### src/rtl/vrc_pkg.sv
// vrc_pkg: register address, field positions and carrier types for the
// voltage reference control block.
// assumes an 8-bit special-function register bus with address, strobes.
package vrc_pkg;

   localparam int          VRC_DATA_W       = 8;
   localparam int          VRC_ADDR_W       = 8;
   localparam logic [7:0]  VRC_ADDR_REFCTL  = 8'hD1;
   localparam logic [7:0]  VRC_RESET_REFCTL = 8'h00;
   localparam logic [7:0]  VRC_WRITE_MASK   = 8'h0F;
   localparam int          VRC_BIT_BUF      = 0;
   localparam int          VRC_BIT_BIAS     = 1;
   localparam int          VRC_BIT_TEMP     = 2;
   localparam int          VRC_BIT_SRC      = 3;
   localparam int          VRC_NUM_USERS    = 4;

   // reference source encoding
   typedef enum logic {
      VRC_SRC_PIN    = 1'b0,
      VRC_SRC_SUPPLY = 1'b1
   } vrc_src_t;

   // special-function register access
   typedef struct packed {
      logic [7:0] addr;
      logic       wr;
      logic       rd;
      logic [7:0] wdata;
   } vrc_sfr_req_t;

   // analog control outputs
   typedef struct packed {
      vrc_src_t reference_source_select;
      logic     temp_sensor_enable;
      logic     bias_generator_enable;
      logic     reference_buffer_enable;
   } vrc_analog_t;

endpackage : vrc_pkg

### src/rtl/vrc_bias_force.sv
// vrc_bias_force: combines the manual bias bit with the peripheral
// enables that need the bias generator running.
// assumes enables are synchronous to clk_sys.
`timescale 1ns/1ps
`default_nettype none
module vrc_bias_force
   import vrc_pkg::*;
#(
   parameter int NUM_USERS = VRC_NUM_USERS
) (
   input  wire logic [NUM_USERS-1:0] user_enable,
   input  wire logic                 manual_enable,
   output logic                      bias_on
);

   if (NUM_USERS < 1) begin : g_chk
      $error("vrc_bias_force: NUM_USERS must be at least 1");
   end

   always_comb begin
      bias_on = manual_enable | (|user_enable);
   end

endmodule : vrc_bias_force
`default_nettype wire

### src/rtl/vrc_reference_control.sv
// vrc_reference_control: reference control register and its analog enables.
// assumes register accesses are synchronous to clk_sys, one per strobe.
// assumes bias_user_enable levels come from peripherals on the same clock.
// a read and a write in one cycle: the read shows the contents before it.
// analog_ctl and the read port come straight from flip-flops.
`timescale 1ns/1ps
`default_nettype none
module vrc_reference_control
   import vrc_pkg::*;
#(
   parameter int NUM_USERS = VRC_NUM_USERS
) (
   input  wire logic                  clk_sys,
   input  wire logic                  reset,
   input  wire vrc_sfr_req_t          sfr_req,
   input  wire logic [NUM_USERS-1:0]  bias_user_enable,
   output logic [VRC_DATA_W-1:0]      sfr_rdata,
   output logic                       sfr_sel,
   output vrc_analog_t                analog_ctl
);

   ////////////////////////////////////////////////////////////////////////
   // control bits sit at the bottom; everything above them reads zero
   localparam int CTRL_W             = VRC_BIT_SRC + 1;
   localparam int FIELD_POS [CTRL_W] = '{VRC_BIT_BUF, VRC_BIT_BIAS, VRC_BIT_TEMP, VRC_BIT_SRC};

   if (NUM_USERS < 1) begin : g_chk
      $error("vrc_reference_control: NUM_USERS must be at least 1");
   end

   if (CTRL_W > VRC_DATA_W) begin : g_chk_width
      $error("vrc_reference_control: control bits do not fit the register");
   end

   if ($bits(vrc_analog_t) != CTRL_W) begin : g_chk_analog
      $error("vrc_reference_control: one analog enable per control bit");
   end

   if ((VRC_RESET_REFCTL & ~VRC_WRITE_MASK) != '0) begin : g_chk_reset
      $error("vrc_reference_control: reset value sets a bit that reads zero");
   end

   if ((VRC_WRITE_MASK >> CTRL_W) != '0) begin : g_chk_mask
      $error("vrc_reference_control: writable bit above the control field");
   end

   if ($bits(VRC_ADDR_REFCTL) != VRC_ADDR_W) begin : g_chk_addr
      $error("vrc_reference_control: register address width mismatch");
   end

   // each field must be writable and own a bit of its own
   for (genvar f = 0; f < CTRL_W; f++) begin : g_field_chk
      if (!VRC_WRITE_MASK[FIELD_POS[f]]) begin : g_ro
         $error("vrc_reference_control: a control field is not writable");
      end
      for (genvar g = f + 1; g < CTRL_W; g++) begin : g_pair
         if (FIELD_POS[f] == FIELD_POS[g]) begin : g_same
            $error("vrc_reference_control: two control fields share a bit");
         end
      end
   end

   ////////////////////////////////////////////////////////////////////////
   // register state and its next value
   logic [VRC_DATA_W-1:0] reference_control;
   logic [VRC_DATA_W-1:0] next_reference_control;

   // fields as they will stand after this edge
   logic                  next_src_sel;
   logic                  next_temp_en;
   logic                  next_bias_manual;
   logic                  next_buf_en;

   // fields as they stand now
   logic                  src_sel;
   logic                  temp_en;
   logic                  bias_manual;
   logic                  buf_en;

   // read path: next values and what a read would show
   logic [VRC_DATA_W-1:0] next_sfr_rdata;
   logic                  next_sfr_sel;
   logic [VRC_DATA_W-1:0] read_view;

   // analog enables, next value
   vrc_analog_t           next_analog_ctl;

   // access decode and bias demand
   logic                  hit;
   logic                  wr_hit;
   logic                  rd_hit;
   wire  [NUM_USERS:0]    user_chain;
   logic                  user_active;
   logic                  bias_on;

   ////////////////////////////////////////////////////////////////////////
   // access decode; other addresses get no answer at all
   always_comb begin
      hit    = (sfr_req.addr == VRC_ADDR_REFCTL);
      wr_hit = hit & sfr_req.wr;
      rd_hit = hit & sfr_req.rd;
   end

   // one stage per peripheral that needs the bias generator
   assign user_chain[0] = 1'h0;
   for (genvar u = 0; u < NUM_USERS; u++) begin : g_user
      assign user_chain[u+1] = user_chain[u] | bias_user_enable[u];
   end

   always_comb begin
      user_active = user_chain[NUM_USERS];
   end

   ////////////////////////////////////////////////////////////////////////
   // bias enable: the manual bit or any peripheral user enable
   vrc_bias_force #(
      .NUM_USERS (NUM_USERS)
   ) u_bias (
      .user_enable   (bias_user_enable),
      .manual_enable (next_bias_manual),
      .bias_on       (bias_on)
   );

   ////////////////////////////////////////////////////////////////////////
   // control register; unused bits keep their reset value
   always_comb begin
      for (int b = 0; b < VRC_DATA_W; b++) begin
         if (!VRC_WRITE_MASK[b]) begin
            next_reference_control[b] = VRC_RESET_REFCTL[b];
         end else if (wr_hit) begin
            next_reference_control[b] = sfr_req.wdata[b];
         end else begin
            next_reference_control[b] = reference_control[b];
         end
      end
   end

   always_ff @(posedge clk_sys or posedge reset) begin
      if (reset) begin
         reference_control <= VRC_RESET_REFCTL;
      end else begin
         reference_control <= next_reference_control;
      end
   end

   ////////////////////////////////////////////////////////////////////////
   // fields by name, so the enables never lag a write by a cycle
   always_comb begin
      next_src_sel     = next_reference_control[VRC_BIT_SRC];
      next_temp_en     = next_reference_control[VRC_BIT_TEMP];
      next_bias_manual = next_reference_control[VRC_BIT_BIAS];
      next_buf_en      = next_reference_control[VRC_BIT_BUF];
   end

   always_comb begin
      src_sel     = reference_control[VRC_BIT_SRC];
      temp_en     = reference_control[VRC_BIT_TEMP];
      bias_manual = reference_control[VRC_BIT_BIAS];
      buf_en      = reference_control[VRC_BIT_BUF];
   end

   ////////////////////////////////////////////////////////////////////////
   // enables follow the register; bias also follows its users
   always_comb begin
      next_analog_ctl.reference_source_select = vrc_src_t'(next_src_sel);
      next_analog_ctl.temp_sensor_enable = next_temp_en;
      next_analog_ctl.bias_generator_enable = bias_on;
      next_analog_ctl.reference_buffer_enable = next_buf_en;
   end

   always_ff @(posedge clk_sys or posedge reset) begin
      if (reset) begin
         analog_ctl <= '0;
      end else begin
         analog_ctl <= next_analog_ctl;
      end
   end

   ////////////////////////////////////////////////////////////////////////
   // read path; the stored bias bit stays as written, only its view is forced
   always_comb begin
      read_view               = '0;
      read_view[VRC_BIT_SRC]  = src_sel;
      read_view[VRC_BIT_TEMP] = temp_en;
      read_view[VRC_BIT_BIAS] = bias_manual | user_active;
      read_view[VRC_BIT_BUF]  = buf_en;
      next_sfr_sel            = rd_hit;
      next_sfr_rdata          = sfr_rdata;
      if (rd_hit) begin
         next_sfr_rdata = read_view;
      end
   end

   always_ff @(posedge clk_sys or posedge reset) begin
      if (reset) begin
         sfr_rdata <= VRC_RESET_REFCTL;
         sfr_sel   <= 1'h0;
      end else begin
         sfr_rdata <= next_sfr_rdata;
         sfr_sel   <= next_sfr_sel;
      end
   end

endmodule : vrc_reference_control
`default_nettype wire

### config.mk
export PLATFORM = sky130hd
export DESIGN_NAME = vrc_reference_control
export DESIGN_NICKNAME = d
export VERILOG_FILES = /design/src/rtl/vrc_pkg.sv /design/src/rtl/vrc_bias_force.sv /design/src/rtl/vrc_reference_control.sv
export SDC_FILE = /design/constraint.sdc
export NUM_CORES = 1
export LEC_CHECK = 0
export BUFFER_PORTS_ARGS = -buffer_cell sky130_fd_sc_hd__buf_4
export CELL_PAD_IN_SITES_DETAIL_PLACEMENT = 1
export CELL_PAD_IN_SITES_GLOBAL_PLACEMENT = 1
export CORE_MARGIN = 3
export CORE_UTILIZATION = 28
export CTS_BUF_LIST = sky130_fd_sc_hd__clkbuf_8
export DETAILED_ROUTE_END_ITERATION = 12
export PLACE_DENSITY = 0.88
export SETUP_SLACK_MARGIN = 0.05
export SLEW_MARGIN = 20
export SYNTH_ARGS = -nofsm -noshare
export SYNTH_HDL_FRONTEND = slang
export SYNTH_SLANG_ARGS = --single-unit
### constraint.sdc
create_clock -name clk_sys -period 1 [get_ports clk_sys]
set_clock_uncertainty 0.1 [all_clocks]
set_input_delay 0.1 -clock clk_sys [delete_from_list [all_inputs] [get_ports clk_sys]]
set_output_delay 0.1 -clock clk_sys [all_outputs]
set_load 0.03 [all_outputs]
# Word level (Yosys, flattened, before mapping)
# Index checks and enable logic that the tools add are counted.
[word_totals] ff_bits=13 input_bits=24 output_inout_bits=13
[op_classes] eq_ne=1 muxes=4 bitwise_logic=7 reduce_logical=1
[op_table] cell="== test 8 bit, second input constant" n=1
[op_table] cell="bitwise OR 1 bit" n=5
[op_table] cell="2-to-1 mux 1 bit" n=4
[op_table] cell="OR reduction 4 bit" n=1
[op_table] cell="bitwise AND 1 bit" n=2

# Logic depth before layout (Yosys ltp)
# Gate-level depths: netlist of run 1.
[depth] word_depth=4 ltp_mapped=3

# Hierarchy
# A second synthesis of run 1 with hierarchy kept.
[hier_totals] cells_unflattened=38 area_unflattened_um2=519.2
[by_module_without_submodules] module="vrc_reference_control" instances=1 cells_each=35 area_each_um2=506.7 seq_area_each_um2=250.2
[by_module_without_submodules] module="vrc_bias_force" instances=1 cells_each=3 area_each_um2=12.5 seq_area_each_um2=0.0

# Least setup slack after synthesis of run 1
# OpenSTA, ideal clock, no wires.
[synth_timing] path_type="input -> register" from="input sfr_req[13] in the netlist's numbering" to="register reference_control[0]" setup_ns=0.125 t_arrival_ns=0.879 required_time_ns=0.775 path_slack_ns=-0.103 path_stages=3 cell_sequence="nor4b_4 nand3_1 mux2_2"
[synth_between] elab_chain_len=3
[synth_rtl] item="start: declaration" line="vrc_reference_control.sv:15" source="input wire vrc_sfr_req_t sfr_req,"
[synth_rtl] item="== test 8 bit" line="vrc_reference_control.sv:99" source="hit = (sfr_req.addr == VRC_ADDR_REFCTL);"
[synth_rtl] item="bitwise AND 1 bit" line="vrc_reference_control.sv:100" source="wr_hit = hit & sfr_req.wr;"
[synth_rtl] item="2-to-1 mux 1 bit" line="vrc_reference_control.sv:130" source="end else if (wr_hit) begin"
[synth_rtl] item="end signal: assignment" line="vrc_reference_control.sv:142" source="reference_control <= next_reference_control;"
[synth_rtl] item="end: declaration" line="vrc_reference_control.sv:65" source="logic [VRC_DATA_W-1:0] reference_control;"
# No other way between the ends.
# A chain may end at the register's enable or synchronous reset.

# Final worst setup path of run 1
[layout_timing] from="input sfr_req[13] in the netlist's numbering" to="register sfr_rdata[3]"
[layout_between] elab_chain_len=2
[layout_rtl] item="== test 8 bit" line="vrc_reference_control.sv:99"
[layout_rtl] item="bitwise AND 1 bit" line="vrc_reference_control.sv:101" source="rd_hit = hit & sfr_req.rd;"
[layout_rtl] item="end signal: assignment" line="vrc_reference_control.sv:199" source="sfr_rdata <= next_sfr_rdata;"
[layout_rtl] item="end: declaration" line="vrc_reference_control.sv:17" source="output logic [VRC_DATA_W-1:0] sfr_rdata,"
# No other way between the ends.

==> results list, run 1 <==
* Status: finished with violations
- Failing checks: hold timing, setup timing
- Vertical extent of the die: 47.2 µm
- Grouping stages by cell kind, the critical path spends the most delay in simple AND/OR/NAND/NOR gates.
* Worst flop-to-flop path startpoint: reference_control[2]
- Per-cell via count in the routed design: 4.39
* Number of cells on the worst reg-to-reg path: 1
- Global routing finished with a remaining overflow of 0.
- Total die area: 0.00223 mm²
- After routing, the total negative slack on setup checks comes to -0.167 ns.
- Final routed wirelength across all metal layers: 1210 µm
- Unrepaired setup endpoints after global routing: true
- Psw: 0.233 mW
- The final route contains 373 vias.
- Hold slack: -0.00186 ns
- The finished cells cover 817 µm².
- Initial Util: 30.5%
* Final antenna-violating net count: 0
* Startpoint of the most critical hold path: sfr_req[2]
- Cells along the critical path: buf_6, nor4b_4, nand3_2, mux2_4
- Minimum period implied by the final worst setup slack: 1.04 ns
- End of the worst hold path: reference_control[2]
- Skew-Pair Late Insertion Delay: 0.23 ns
* Worst reg-to-reg setup slack: 0.10 ns
* Dominant combinational cell family by area after synthesis: multiplexers
* Sequential power share: 39.4%
* Drt pass-1 iters: 2
- Simple-gate area share of the yosys netlist: 12.4%
- The number of pins exceeding their max-slew limit in the final report was 0.
* CTS H-Tree Depth: 1
* Total number of placement rows: 14
- In this run the static leakage power is 0.449 nW.
* Worst slack at placement: -0.278 ns
- Delay of the slowest cell on the worst path: 0.33 ns
* Initial antenna violation count: 0
- Crit path buf inv count: 1
* # clock sinks: 10
- Post-route fraction of the period consumed by the critical path: 104%
* Adder and majority gate portion of the synthesized area: 0%
- VDD sags by at most 0.667 mV.
* Pwr/cell area: 1320 mW/mm²
- Synth Instances: 37
* Wire length of the first global-routing pass: 1810 µm
* Synthesis warning total: 0
* Cell count after placement: 78
- The endpoint identified for the worst register-to-register timing path is sfr_rdata[2].
- 37 I/O pins were placed.
- After clock tree synthesis, the clock-pin slew on the worst setup and hold paths is 0.05 ns.
- CP max stage cell: nor4b_4
- The number of hold violations in the final report came to 1.
* ANT cells: 0
* Die boundary width: 47.2 µm
* Proportion of layout cells with a drive suffix above 1: 68.1%
* Worst endpoint required time: 1.02 ns
* Synthesized area divided by synthesized cell count: 12.9 µm²
- Number of hold buffers added after CTS: 1
- Area occupied by multi-input gates: 193 µm²
- Cell area after technology mapping: 475 µm²
* Sequential cell area: 250 µm²
- Number of remaining DRC errors: 0
- The HPWL after detailed placement is 863 µm.
* IO buf count: 28
- Pin count of the biggest net entering global routing: 11
* Internal power contribution: 0.842 mW
- Summing internal, switching and leakage power gives 1.08 mW.
- Derived from the worst setup path, the maximum achievable clock frequency is 963 MHz.
* CP Max Fanout: 4
* Switching Fraction: 21.7%
* Clock group share of total power: 46.8%
- Number of global-route vias before repair: 412
- Synth Area in Compound Gates: 0%
- Crit Path Class: input port to flip-flop
* Max Buffers Root-to-Sink: 2
- After filler insertion, the fill cell instance count of the layout stands at 167.
- Of the total power, combinational logic draws 13.8%.
- Category of the worst setup path launch point: input port
- Share of synthesized area spent on multiplexers: 20.8%
- Data arrives at the worst endpoint at 1.05 ns.
- Setup violations remaining at the end of the flow were counted as 8.
* Placed cell area: 688 µm²
- Core area: 0.00156 mm²
- Max-cap check violation count: 0
- Global routing used 12.5% of the available tracks across all layers.
- The worst hold path was traced through 2 stages.
- Post-synthesis register bit count: 10
- The finished layout holds 85 standard cells, fillers aside.
* Post-DR wirelength/cell: 14.2 µm
- TritonCTS built the clock tree.
* Least setup slack across all paths after layout: -0.0388 ns
* Layout net count: 94
- Cells fill 52.4% of the core in the end.
* Synthesized-area fraction occupied by xor and xnor cells: 0%
- Iteration-0 DRC count of the detailed router: 1
- In this run the clock root is driven by a clkbuf_8.
* Global placement routability congestion: 0.711
* CP Capture Type: flip-flop
- Relative to the synthesized area, the layout overhead comes to 71.8%.
- Number of library cell types mapped by synthesis: 11
* CTS Buf Count: 3
* Kind of path behind the tightest hold check: input port to flip-flop
* Share of synthesized area occupied by flip-flops and latches: 52.6%
==> worst max-delay path by stage <==
stage	start	endpoint	slack, ns	depth (start not counted)
6_report	sfr_req[13]	sfr_rdata[3]	-0.04	4
5_1_grt	sfr_req[13]	reference_control[3]	-0.08	4
4_1_cts	sfr_req[13]	reference_control[3]	-0.009	4
3_5_place_dp	sfr_req[13]	sfr_rdata[2]	-0.28	4
3_3_place_gp	sfr_req[13]	reference_control[0]	-0.26	4
2_1_floorplan	sfr_req[13]	reference_control[0]	-0.07	3
==> power by group through the flow <==
stage	logic, mW	registers (mW)	clock network, mW
2_1_floorplan	0.0767	0.430	0
3_3_place_gp	0.134	0.428	0
3_5_place_dp	0.136	0.428	0
4_1_cts	0.148	0.423	0.511
5_1_grt	0.160	0.424	0.532
6_report	0.149	0.423	0.503
==> layer usage <==
layer	GRT usage, %	vias up	part of all wire [%]
met1	12.6	181	36
met2	22.8	16	57
li1	-	176	-
met3	3.83	0	6.0
met5	0	-	0
met4	6.63	0	0
==> cells in the mapped netlist <==
cell type | count | area, µm²
dfrtp_1 | 10 | 250
buf_4 | 7 | 52.6
mux2_2 | 7 | 78.8
inv_1 | 3 | 11.3
mux2i_1 | 2 | 20.0
nand3_1 | 2 | 10.0
nor2_1 | 2 | 7.51
and4b_1 | 1 | 10.0
conb_1 | 1 | 3.75
nor4b_4 | 1 | 23.8
or4_1 | 1 | 7.51
==> cell families after synthesis <==
logic type / after synthesis
and+or+nand+nor: 7
muxes: 9
buffers and inverters: 10
DFF: 10
other: 1
==> layout by cell type, fill, tap and decap left out, drive strengths merged <==
master,netlist,final
buf,7,31
conb,1,4
mux2i,2,2
and4b,1,1
mux2,7,7
nor2,2,2
nor4b,1,1
inv,3,3
nand3,2,2
dlygate4sd3,0,1
dfrtp,10,10
clkbuf,0,4
or4,1,1
==> flip-flops by register name, indices dropped and copies added, names as in the netlist <==
| signal | count |
|---|---|
| reference_control | 4 |
| sfr_rdata | 4 |
| analog_ctl | 1 |
| sfr_sel | 1 |
==> repair_timing <==
action,CTS,global route
endpoints found under the setup margin,17,17
pin swaps,1,0
buffers inserted,2,0
gates resized for setup,12,1
endpoints found under the hold margin,12,1
==> area by class of cell <==
cell class / instances / share of cell area [%]
Tap cell: 16 / 2.45
Timing Repair Buffer: 32 / 35.2
Multi-Input combinational cell: 20 / 23.6
Sequential cell: 10 / 30.6
Clock buffer: 4 / 6.74
Inverter: 3 / 1.38
Note: power is estimated with default switching activity, not from simulation.
==> run 2, diff against run 1 <==
- ABC_AREA: not set -> 0
- PLACE_DENSITY: 0.88 -> not set
- PLACE_DENSITY_LB_ADDON: not set -> 0.1
==> results list, run 2 (synthesized netlist as in run 1, its figures left out) <==
* Status: finished with violations
- The checks that failed: hold timing, setup timing.
- The final-stage net count came to 95 (+1.1%).
- The clock slew seen by the registers of the worst setup and hold paths came to 0.05 ns (about the same).
* Post-route fraction of the period consumed by the critical path: 107% (+3.0 points)
- Vias: 371 (-0.54%)
* CTS Buf Count: 3 (unchanged)
- Total number of placement rows: 14 (unchanged)
- Total die area: 0.00223 mm² (unchanged)
- Most frequent standard cell in the layout excluding fill and tap cells: buf_4
- Final antenna-violating net count: 0 (unchanged)
* CTS Root Cell: clkbuf_8
* Final routed wirelength across all metal layers: 1180 µm (-2.5%)
- The maximum vdd ir drop was 0.978 mV (+47%).
- Io pins: 37 (unchanged)
- Vertical extent of the die: 47.2 µm (unchanged)
- Max Buffers Root-to-Sink: 2 (unchanged)
- The detail-routed net length per standard cell came to 13.8 µm (-2.5%).
- Pin count of the biggest net entering global routing: 11 (unchanged)
- Largest registers: reference_control x4, sfr_rdata x4
* Global placement routability congestion: 0.628 (-12%)
- The setup-violating endpoint count in the final report was 11 (+3).
- Core area: 0.00156 mm² (unchanged)
- The number of placed cells counting well taps was 80 (+2.6%).
* Iteration-0 DRC count of the detailed router: 0 (-1)
- Non-filler instance count after layout: 85 (unchanged)
- The data arrival time at the worst-slack endpoint came to 1.08 ns (+0.03 ns).
- The effective utilization at floorplan is 30.5% (unchanged).
* Number of global-route vias before repair: 370 (-10%)
- The delay of the slowest cell on the worst path is 0.37 ns (+0.04 ns).
- CP Max Fanout: 5 (+1)
* Kind of path behind the tightest hold check: input port to flip-flop
- Max-cap check violation count: 0 (unchanged)
- The setup path with the least slack is of type input port to flip-flop.
* ANT cells: 0 (unchanged)
- The initial antenna violation count came to 0 (unchanged).
- Drt pass-1 iters: 1 (-1)
- The slack of the critical path is -0.0686 ns (-0.0298 ns).
* CTS H-Tree Depth: 1 (unchanged)
* Leading cell types in the layout, fill and taps excluded: buf_4 (20), buf_6 (12), dfrtp_1 (10), mux2_2 (6), conb_1 (4)
- The number of hold violations in the final report was 1 (unchanged).
* Proportion of layout cells with a drive suffix above 1: 68.1% (unchanged)
- The first-pass GRT wire length is 1770 µm (-2.6%).
- The clock insertion delay at the later pin of the skew report came to 0.23 ns (about the same).
- Unrepaired setup endpoints after global routing: true
* Category of the worst setup path launch point: input port
- Cell class contributing the biggest share of worst-path delay: simple AND/OR/NAND/NOR gates
* Die boundary width: 47.2 µm (unchanged)
- The worst slack on hold paths is -0.00228 ns (-0.000419 ns).
- Among all stages on the critical path, the largest delay is contributed by nor4b_4.
- Cells along the critical path: buf_6, nor4b_4, nand3_4, mux2_4
- The ratio of routed vias to standard cells came to 4.36 (-0.54%).
- The critical path required time came to 1.01 ns (about the same).
- Crit path buf inv count: 1 (unchanged)
* CP Capture Type: flip-flop
- The number of clock sinks was 10 (unchanged).
* Minimum period implied by the final worst setup slack: 1.07 ns (+0.0298 ns)
* Post-synthesis to final-layout area growth: 72.1%
* Final max-slew violation count: 0 (unchanged)
- Pwr/cell area: 1200 mW/mm² (-8.7%)
* IO buf count: 28 (unchanged)
- CTS tree: yes
- The achievable clock frequency came to 936 MHz (-2.8%).
- Total global routing track utilization: 12.1% (-0.43 points)
* Leakage: 0.446 nW (-0.62%)
* Grt total ovfl: 0 (unchanged)
- Number of remaining DRC errors: 0 (unchanged)
-- run 2: metal layers --
layer | vias to the layer above | part of all wire [%] | track usage, %
li1 | 179 | - | -
met1 | 171 | 42 | 15.0
met2 | 21 | 50 | 18.4
met3 | 0 | 7.7 | 4.98
met4 | 0 | 0 | 4.97
met5 | - | 0 | 0
-- run 2: repair_timing --
item | 4_1_cts | 5_1_grt
hold buffers | 1 | 0
setup endpoints to repair | 18 | 19
gates cloned | 0 | 0
resized for setup | 13 | 1
pin swaps | 0 | 2
hold endpoints to repair | 12 | 0
setup buffers | 0 | 1
-- run 2: path summary, 6_finish.rpt --
path                                      startpoint  slack, ns  cells past startpoint                    to
max in group asynchronous                      reset       0.18                      3  reference_control[0]
worst min-delay path                      sfr_req[2]     -0.002                      2  reference_control[2]
worst max-delay path                     sfr_req[12]      -0.07                      4  reference_control[0]
worst max register to register  reference_control[0]       0.10                      1  reference_control[0]
min in group asynchronous                      reset       0.33                      3  reference_control[2]
worst min register to register          sfr_rdata[0]       0.43                      1          sfr_rdata[0]
-- run 2: area by class of cell --
cell class,instances,area (µm²)
clock buffer,3,41.3
fill,169,741
inverter,3,11.3
multi-input combinational,20,200
sequential,10,250
tap,16,20.0
timing repair buffer,33,295
-- run 2: through the flow --
step | total power, mW | setup WS (ns) | instance area [µm²] | util [%] | TNS (ns)
CTS | 1.01 | -0.0608 | 807 | 51.8 | -0.356
global route | 1.04 | -0.113 | 818 | 52.5 | -0.904
finish | 0.983 | -0.0686 | 818 | 52.5 | -0.378
floorplan | 0.507 | -0.0736 | 503 | - | -0.562
detailed placement | 0.569 | -0.328 | 703 | 45.1 | -2.77
global placement | 0.564 | -0.279 | 703 | 45.1 | -2.35
-- run 2: power by group --
group,switching (mW),internal (mW),total [mW]
sequential,0.00855,0.416,0.424
combinational,0.0706,0.0813,0.152
clock,0.145,0.262,0.407
total,0.224,0.760,0.983
